### src/cdc_params.svh
`ifndef CDC_PARAMS_SVH
`define CDC_PARAMS_SVH

`define CDC_NUM_PORTS 3
`define CDC_CODE_NONE 3'h0
`define CDC_CODE_DCP 3'h1
`define CDC_CODE_CDP 3'h2
`define CDC_CODE_SDP 3'h3
`define CDC_CODE_PROP_LOW 3'h4
`define CDC_CODE_PROP_HIGH 3'h5
`define CDC_CODE_PROP_SUPER 3'h6
`define CDC_PROBE_NS 1000
`define CDC_CLK_NS 4
`define CDC_PROBE_CYCLES ((`CDC_PROBE_NS + `CDC_CLK_NS - 1) / `CDC_CLK_NS)
`define CDC_CLASS_SDP 2'h0
`define CDC_CLASS_CDP 2'h1
`define CDC_CLASS_DCP 2'h2

`endif

### src/cdc_pkg.sv
package cdc_pkg;

    typedef enum logic [2:0] {
        CDC_ST_IDLE,
        CDC_ST_DRIVE,
        CDC_ST_SENSE,
        CDC_ST_REPORT,
        CDC_ST_DONE
    } cdc_state_e;

    // Levels sensed on the upstream data lines by the analog comparators.
    typedef struct packed {
        logic lines_shorted;
        logic dm_reflects_dp;
        logic pulldowns_seen;
        logic prop_low;
        logic prop_high;
        logic prop_super;
    } cdc_sense_s;

    // Drive requests to the upstream data line sources.
    typedef struct packed {
        logic dp_source_on;
        logic dm_sink_on;
    } cdc_drive_s;

    typedef logic [1:0] cdc_class_t;

endpackage

### src/cdc_classify.sv
`timescale 1ns/100ps
`include "cdc_params.svh"

module cdc_classify (
    input wire logic [5:0] sense,
    input wire logic enhanced_detect_enable,
    output logic [2:0] code
);
    import cdc_pkg::*;

    cdc_sense_s s;

    assign s = cdc_sense_s'(sense);

    // Priority runs from the most specific profile to the least.
    always_comb begin
        code = `CDC_CODE_NONE;
        if (s.lines_shorted) begin
            code = `CDC_CODE_DCP;
        end else if (s.dm_reflects_dp && enhanced_detect_enable) begin
            code = `CDC_CODE_CDP;
        end else if (s.prop_super) begin
            code = `CDC_CODE_PROP_SUPER;
        end else if (s.prop_high) begin
            code = `CDC_CODE_PROP_HIGH;
        end else if (s.prop_low) begin
            code = `CDC_CODE_PROP_LOW;
        end else if (s.pulldowns_seen) begin
            code = `CDC_CODE_SDP;
        end
    end
endmodule

### src/cdc_port_class.sv
`timescale 1ns/100ps
`include "cdc_params.svh"

module cdc_port_class (
    input wire logic charge_cfg,
    input wire logic host_present,
    output logic [1:0] port_class
);
    import cdc_pkg::*;

    always_comb begin
        if (!charge_cfg) begin
            port_class = `CDC_CLASS_SDP;
        end else if (host_present) begin
            port_class = `CDC_CLASS_CDP;
        end else begin
            port_class = `CDC_CLASS_DCP;
        end
    end
endmodule

### src/cdc_charger_detect.sv
`timescale 1ns/100ps
`include "cdc_params.svh"

module cdc_charger_detect #(
    parameter int NUM_PORTS = `CDC_NUM_PORTS,
    parameter int PROBE_CYCLES = `CDC_PROBE_CYCLES
) (
    input wire logic sys_clk,
    input wire logic sys_rst,
    input wire logic detect_enable,
    input wire logic enhanced_detect_enable,
    input wire logic charger_detect_stage,
    input wire logic wait_reference_clock_stage,
    input wire logic osc_detect_enable,
    input wire logic reference_clock_active,
    input wire logic [NUM_PORTS:1] charge_enable_strap,
    input wire logic config_done,
    input wire logic [NUM_PORTS:1] host_present,
    input wire logic [NUM_PORTS:1] charge_query,
    input wire cdc_pkg::cdc_sense_s upstream_sense,
    input wire logic custom_ctrl_valid,
    input wire cdc_pkg::cdc_drive_s custom_drive,
    input wire logic status_read,
    output cdc_pkg::cdc_drive_s upstream_drive,
    output logic [2:0] charger_type,
    output logic charger_irq,
    output logic [NUM_PORTS:1] charge_enable,
    output logic [NUM_PORTS:1] port_power_out,
    output logic [NUM_PORTS:1] charge_query_ack,
    output logic [2*NUM_PORTS-1:0] port_class
);
    import cdc_pkg::*;

    localparam int CW = $clog2(PROBE_CYCLES + 1);

    typedef struct packed {
        cdc_state_e state;
        logic [CW-1:0] timer;
        cdc_drive_s drive;
        logic [2:0] code;
        logic irq;
        logic locked;
        logic [NUM_PORTS:1] enable;
        logic [NUM_PORTS:1] power;
        logic [NUM_PORTS:1] ack;
        logic [2*NUM_PORTS-1:0] cls;
        logic stage_seen;
    } cdc_regs_s;

    cdc_regs_s r;
    cdc_regs_s next_r;
    logic [2:0] sensed_code;
    logic [2*NUM_PORTS-1:0] live_class;
    logic start_ok;

    cdc_classify u_classify (
        .sense(upstream_sense),
        .enhanced_detect_enable(enhanced_detect_enable),
        .code(sensed_code)
    );

    genvar gi;
    generate
        for (gi = 1; gi <= NUM_PORTS; gi++) begin : g_port
            cdc_port_class u_class (
                .charge_cfg(r.enable[gi]),
                .host_present(host_present[gi]),
                .port_class(live_class[2*gi-1 -: 2])
            );
        end
    endgenerate

    // Detection may run on the oscillator while the reference clock is absent.
    assign start_ok = charger_detect_stage ||
        (wait_reference_clock_stage && osc_detect_enable);

    always_comb begin
        next_r = r;
        next_r.stage_seen = start_ok;
        if (status_read) begin
            next_r.irq = 1'b0;
        end
        case (r.state)
            CDC_ST_IDLE: begin
                next_r.drive = '0;
                // Start on entry to the stage, only for the upstream port.
                if (detect_enable && start_ok && !r.stage_seen) begin
                    next_r.state = CDC_ST_DRIVE;
                    next_r.timer = CW'(PROBE_CYCLES);
                end
            end
            CDC_ST_DRIVE: begin
                next_r.drive.dp_source_on = 1'b1;
                next_r.drive.dm_sink_on = 1'b1;
                next_r.state = CDC_ST_SENSE;
            end
            CDC_ST_SENSE: begin
                if (r.timer <= CW'(1)) begin
                    next_r.state = CDC_ST_REPORT;
                end else begin
                    next_r.timer = r.timer - CW'(1);
                end
            end
            CDC_ST_REPORT: begin
                next_r.drive = '0;
                next_r.code = sensed_code;
                if (sensed_code != `CDC_CODE_NONE) begin
                    next_r.irq = 1'b1;
                end
                next_r.state = CDC_ST_DONE;
            end
            CDC_ST_DONE: begin
                if (!start_ok) begin
                    next_r.state = CDC_ST_IDLE;
                end
            end
            default: begin
                next_r.state = CDC_ST_IDLE;
            end
        endcase
        // Custom control is honoured at every stage; software owns timing.
        if (custom_ctrl_valid) begin
            next_r.drive = custom_drive;
        end
        if (!r.locked && config_done) begin
            next_r.locked = 1'b1;
            next_r.enable = charge_enable_strap;
        end
        next_r.power = r.enable;
        next_r.ack = charge_query & r.enable;
        // Class holds SDP until locked, then only moves between CDP and DCP; SDP ports stay SDP.
        next_r.cls = r.locked ? live_class : '0;
    end

    always_ff @(posedge sys_clk) begin
        if (sys_rst) begin
            r <= '0;
            r.state <= CDC_ST_IDLE;
        end else begin
            r <= next_r;
        end
    end

    assign upstream_drive = r.drive;
    assign charger_type = r.code;
    assign charger_irq = r.irq;
    assign charge_enable = r.enable;
    assign port_power_out = r.power;
    assign charge_query_ack = r.ack;
    assign port_class = r.cls;
endmodule

### config.mk
export PLATFORM = sky130hd
export DESIGN_NAME = cdc_charger_detect
export DESIGN_NICKNAME = d
export VERILOG_FILES = /design/src/cdc_pkg.sv /design/src/cdc_classify.sv /design/src/cdc_port_class.sv /design/src/cdc_charger_detect.sv
export VERILOG_INCLUDE_DIRS = /design/src
export SDC_FILE = /design/constraint.sdc
export NUM_CORES = 1
export LEC_CHECK = 0
export CELL_PAD_IN_SITES_DETAIL_PLACEMENT = 0
export CELL_PAD_IN_SITES_GLOBAL_PLACEMENT = 2
export CORE_MARGIN = 2
export CORE_UTILIZATION = 36
export CTS_CLUSTER_SIZE = 10
export DETAILED_ROUTE_END_ITERATION = 16
export DONT_BUFFER_PORTS = 1
export PLACE_DENSITY = 0.86
export SYNTH_ARGS = -nofsm -noshare
export SYNTH_HDL_FRONTEND = slang
export SYNTH_SLANG_ARGS = --single-unit
### constraint.sdc
create_clock -name sys_clk -period 2.3 [get_ports sys_clk]
set_input_delay 0.115 -clock sys_clk [delete_from_list [all_inputs] [get_ports sys_clk]]
set_output_delay 0.115 -clock sys_clk [all_outputs]
set_load 0.005 [all_outputs]
==> results.sh, run 1 <==
export IMPL_nNetsFinal=193
export IMPL_peakVddDrop_v=0.0003467
export IMPL_p_per_area_mw_per_mm2=802.5
export IMPL_row_count=23
export IMPL_cp_arrival_ns=2.10
export IMPL_synth_area_mm2=0.001553
export IMPL_cts_sinks=34
export IMPL_synth_area_leaders="dfxtp_1, buf_4, nor2_1"
export IMPL_antenna_found_initial=0
export IMPL_path_class="register to register"
export IMPL_syn_avg_cell_area_um2=9.134
export IMPL_drv_cap=0
export IMPL_post_dp_cell_area_mm2=0.001429
export IMPL_endpoint_kind="register"
export IMPL_cts_tree="built"
export IMPL_route_vias_total=1105
export IMPL_required_ns=2.50
export IMPL_final_setup_viol_count=0
export IMPL_finalPower_mw=1.319
export IMPL_period_share_pct=82.49
export IMPL_path_max_fanout=4
export IMPL_grt_pass1_vias=1033
export IMPL_worst_pin_slew_ns=0.9217
export IMPL_cts_buffer_depth=2
export IMPL_routed_via_density=5.164
export IMPL_fill_cells=405
export IMPL_hold_violations=0
export IMPL_place_hpwl_mm=1.955
export IMPL_track_usage_pct=12.12
export IMPL_worst_setup_path_start_kind="register"
export IMPL_drt_wirelength_per_cell_um=13.40
export IMPL_ys_warn_count=0
export IMPL_io_buffers=0
export IMPL_syn2layout_area_growth_pct=5.883
export IMPL_met2_usage_pct=19.44
export IMPL_die_width_um=69.68
export IMPL_grt_max_degree=25
export IMPL_root_buffer="clkbuf_8"
export IMPL_busiest_layer="met2"
export IMPL_htree_levels=2
export IMPL_clkTransAtPathRegs_ns=0.07
export IMPL_dr_pass1_iters=4
export IMPL_initial_core_util_pct=38.00
export IMPL_hp_class="input pin to register"
export IMPL_die_h_um=69.68
export IMPL_slowest_delay_ns=0.43
export IMPL_drive_gt1_share_pct=10.37
export IMPL_worstSkewPairLatency_ns=0.28
export IMPL_antenna_cells=0
export IMPL_ant_nets=0
export IMPL_startpoint="r[23]"
export IMPL_synth_seq_cells=34
export IMPL_netlist_instances=170
export IMPL_drtIter0Drc=30
export IMPL_outcome="finished, final reports clean"
export IMPL_hold_path_depth=2
export IMPL_reg2reg_depth=6
export IMPL_rsz0062_at_grt="false"
export IMPL_holdWs_ns=0.00004555
export IMPL_max_slew_margin_pct=38.35
export IMPL_syn_nets=200
export IMPL_p_leak_nw=0.6133
export IMPL_drv_slew=0
export IMPL_routabilityCongestion=0.7953
export IMPL_cp_slowest_cell="or4b_1"
export IMPL_grt_overflow=0
export IMPL_fp_dieArea_mm2=0.004855
export IMPL_drt_total_wl_mm=2.868
export IMPL_worstPathCellList="inv_1, ha_1, o21bai_1, or2_2, or4b_1, a31oi_1"
export IMPL_finalCriticalPeriod_ns=1.897
export IMPL_grt_use_met1_pct=14.30
export IMPL_ys_seq_area_share_pct=43.84
export IMPL_yosys_area_top_type="dfxtp_1"
export IMPL_grt_pass1_wl_mm=4.692
export IMPL_seqCellArea_um2=680.7
export IMPL_skew_ns=0.004168
export IMPL_coreArea_mm2=0.004086
export IMPL_setup_tns_final_ns=0
export IMPL_worstHoldStart="charge_enable_strap[1]"
export IMPL_synth_top_area_share_pct=43.84
export IMPL_post_cts_repair_setup_buffers=0
export IMPL_multi_input_area_um2=670.6
export IMPL_final_cell_area_mm2=0.001644
export IMPL_fmax_mhz=527.1
export IMPL_drc_errors=0
export IMPL_io_pins=49
export IMPL_cts_made_buffers=5
export IMPL_use_met3_pct=5.814
export IMPL_synth_distinct_cells=40
export IMPL_rr_startpoint="r[23]"
==> what timing repair did <==
item                                    CTS  global route
gates resized for setup                   0             0
endpoints found under the hold margin    34             0
endpoints found under the setup margin    0             0
hold buffers                             12             0
==> registers in the layout (all words and copies together), names as in the netlist <==
register          flops
upstream_drive        2
charger_type          3
r                    13
port_power_out        3
charge_query_ack      3
port_class            6
charger_irq           1
charge_enable         3
==> routing by layer <==
layer  vias up  part of all wire (%)
li1        554                     -
met1       513                    44
met2        34                    48
met3         4                   6.9
met4         0                  0.87
met5         -                     0
==> cell families after synthesis <==
group | count (synthesis) | share of synthesized area [%]
AND/OR/NAND/NOR | 69 | 24.98
flip-flops | 34 | 43.84
XOR/XNOR | 2 | 1.128
adder cells (fa/ha/maj) | 2 | 1.611
buffers and inverters | 30 | 12.97
AO/OA/AOI/OAI | 30 | 13.54
multiplexers | 3 | 1.934
==> path summary, 6_finish.rpt <==
kind / endpoint / slack (ns)
worst max register to register: r[30] / 0.40
worst max-delay path: r[30] / 0.40
worst min-delay path: charge_enable[1] / 0.00005
worst min register to register: charger_type[1] / 0.48
==> critical path, delay by kind of cell, from the launching register on <==
kind | cells | cell delay (ns)
compound gates | 2 | 0.51
fa+ha+maj | 1 | 0.22
buf+inv | 1 | 0.08
flops | 1 | 0.36
simple gates | 2 | 0.65
==> Yosys cell counts <==
master	count
or4b_1	1
or4b_2	1
inv_1	4
or3b_2	1
buf_4	21
or4b_4	1
dfxtp_1	34
or4bb_1	1
a311oi_2	1
nand3b_1	1
a31oi_1	5
nand4bb_1	1
or2_2	3
and2_1	3
nor4_1	1
and3_1	3
nor2b_1	5
ha_1	2
o21bai_1	1
nor3b_1	1
nand2b_1	2
nor3b_4	1
o31ai_1	2
nor3_1	8
a2111oi_0	1
mux2i_1	3
o22ai_1	2
clkbuf_1	2
o41ai_4	1
a211oi_1	1
nor2_1	19
buf_2	2
a21oi_1	9
nand2_1	11
buf_6	1
xnor2_1	2
or3_1	4
a21o_1	2
o21ai_0	5
nand3_1	1
==> power by group <==
part | leakage (nW) | internal (mW) | total, mW | switching, mW
Combinational | 0.289 | 0.0946 | 0.194 | 0.0994
Sequential | 0.278 | 0.626 | 0.668 | 0.0413
Clock | 0.0472 | 0.240 | 0.458 | 0.217
==> through the flow <==
stage                     instances  util (%)  setup WS (ns)
after floorplan                 170         -         0.5804
after global placement          194     34.97         0.4851
after detailed placement        194     34.97         0.4531
after CTS                       214     40.23         0.4141
after global routing            214     40.23         0.2942
final                           214     40.23         0.4028
==> final cells by class <==
type / count / area share (%)
clock inverters: 2 / 0.7610
flip-flops and latches: 34 / 41.40
inverters: 4 / 0.9132
multi-input cells: 106 / 40.79
clock buffers: 6 / 5.023
well taps: 50 / 3.805
repair buffers: 12 / 7.306
==> cell usage in the layout (no fill, tap or decap), types with 2 or more instances in the layout <==
cell type and n:
dfxtp_1 34, o22ai_1 2, nor2_1 19, and3_1 3, mux2i_1 3, or2_2 3, clkbuf_8 6, ha_1 2
nor2b_1 5, a21oi_1 9, xnor2_1 2, nor3_1 8, and2_1 3, a21o_1 2, nand2b_1 2, dlygate4sd3_1 12
nand2_1 11, inv_1 4, a31oi_1 5, or3_1 4, o31ai_1 2, o21ai_0 5
(Power assumes the default switching activity.)
==> run 2: changes to the inputs <==
Clock period 2.3 ns to 2 ns, I/O delays scaled along.
==> run 2 against run 1 <==
- combinational power is 31% higher
- flip-flop and latch count stayed put
- sequential power is 13% higher
- routed wire length is 3.3% higher
- first-iteration DRC count is 37% higher
- clock skew is 0.00087 ns higher
- highest routed layer unchanged
==> results.sh, run 2 (same netlist as run 1, synthesis figures left out) <==
export IMPL_route_vias_total=1122
export IMPL_setup_tns_final_ns=0
export IMPL_ant_nets=0
export IMPL_grt_pass1_vias=1130
export IMPL_drt_wirelength_per_cell_um=13.41
export IMPL_fmax_mhz=555.3
export IMPL_drv_slew=0
export IMPL_coreArea_mm2=0.004086
export IMPL_cts_sinks=34
export IMPL_die_width_um=69.68
export IMPL_fp_dieArea_mm2=0.004855
export IMPL_nNetsFinal=200
export IMPL_layout_commonest_cell="dfxtp_1"
export IMPL_root_buffer="clkbuf_8"
export IMPL_grt_overflow=0
export IMPL_drv_cap=0
export IMPL_outcome="finished, final reports clean"
export IMPL_place_hpwl_mm=2.024
export IMPL_regMostFlops="r"
export IMPL_routed_via_density=5.077
export IMPL_largest_reg_flops=13
export IMPL_period_share_pct=90.04
export IMPL_worst_pin_slew_ns=0.9813
export IMPL_required_ns=2.20
export IMPL_path_class="register to register"
export IMPL_finalCriticalPeriod_ns=1.801
export IMPL_peakVddDrop_v=0.0004170
export IMPL_hold_violations=0
export IMPL_final_cell_mix="dfxtp_1, nor2_1, dlygate4sd3_1, nand2_1, a21oi_1"
export IMPL_worst_setup_path_start_kind="register"
export IMPL_initial_core_util_pct=38.00
export IMPL_cts_tree="built"
export IMPL_hp_class="input pin to register"
export IMPL_path_max_fanout=4
export IMPL_p_leak_nw=0.6737
export IMPL_grt_max_degree=25
export IMPL_drtIter0Drc=41
export IMPL_cts_made_buffers=5
export IMPL_die_h_um=69.68
export IMPL_track_usage_pct=12.94
export IMPL_cts_buffer_depth=2
export IMPL_antenna_cells=0
export IMPL_antenna_found_initial=0
export IMPL_dr_pass1_iters=4
export IMPL_row_count=23
export IMPL_io_pins=49
export IMPL_drc_errors=0
export IMPL_syn2layout_area_growth_pct=11.20
export IMPL_rsz0062_at_grt="false"
export IMPL_finalPower_mw=1.623
export IMPL_fill_cells=397
export IMPL_holdWs_ns=0.009131
export IMPL_drt_total_wl_mm=2.963
export IMPL_io_buffers=0
export IMPL_htree_levels=2
export IMPL_p_per_area_mw_per_mm2=939.9
export IMPL_cp_arrival_ns=2.00
export IMPL_grt_pass1_wl_mm=5.057
export IMPL_final_setup_viol_count=0
export IMPL_endpoint_kind="register"
export IMPL_clkTransAtPathRegs_ns=0.07
export IMPL_max_slew_margin_pct=34.58
export IMPL_routabilityCongestion=0.7958
export IMPL_skew_ns=0.005042
export IMPL_worstSkewPairLatency_ns=0.28
export IMPL_drive_gt1_share_pct=12.28
run 2: critical path, cell delays in order, from the launching register on:
cell and delay, ns:
dfxtp_1 0.37, inv_1 0.08, ha_1 0.23, o21bai_2 0.23
or2_2 0.18, or3b_2 0.45, a31oi_1 0.18
run 2: area by class of cell:
class,count,area (um2),share of cell area (%)
Clock inverter,3,40.04,2.319
Inverter,4,15.01,0.8696
Sequential cell,34,680.7,39.42
Clock buffer,5,68.82,3.985
Tap cell,50,62.56,3.623
Multi-Input combinational cell,106,674.4,39.06
Timing Repair Buffer,19,185.2,10.72
run 2: final timing paths:
kind	to	startpoint	depth (start not counted)	slack [ns]
setup / recovery	r[28]	r[23]	6	0.20
hold / removal	charger_irq	status_read	2	0.009
setup reg to reg	r[28]	r[23]	6	0.20
hold reg to reg	charger_type[1]	charger_type[1]	2	0.48
run 2: what timing repair did:
item,4_1_cts,5_1_grt
setup endpoints to repair,0,2
resized for setup,0,2
endpoints found under the hold margin,34,0
hold buffers,16,0
buffers inserted,0,0
run 2: power by group:
part	switching [mW]	total [mW]	internal, mW
clock	0.244	0.610	0.366
sequential	0.0376	0.758	0.721
combinational	0.129	0.254	0.125
total	0.411	1.62	1.21
run 2: routing by layer:
metal  up-vias  GRT usage [%]  wire length, um
met5         -              0                0
li1        566              -                -
met4         0          5.769               40
met2        38          21.37             1424
met3         5          4.651              228
met1       513          15.04             1270
run 2: through the flow:
step	setup slack, ns	instances	cell area (um2)	util, %
3_3_place_gp	0.2140	197	1451	35.52
2_1_floorplan	0.2804	170	1553	-
6_report	0.1993	221	1727	42.25
3_5_place_dp	0.1113	197	1451	35.52
4_1_cts	0.03325	221	1720	42.10
5_1_grt	0.1203	221	1727	42.25
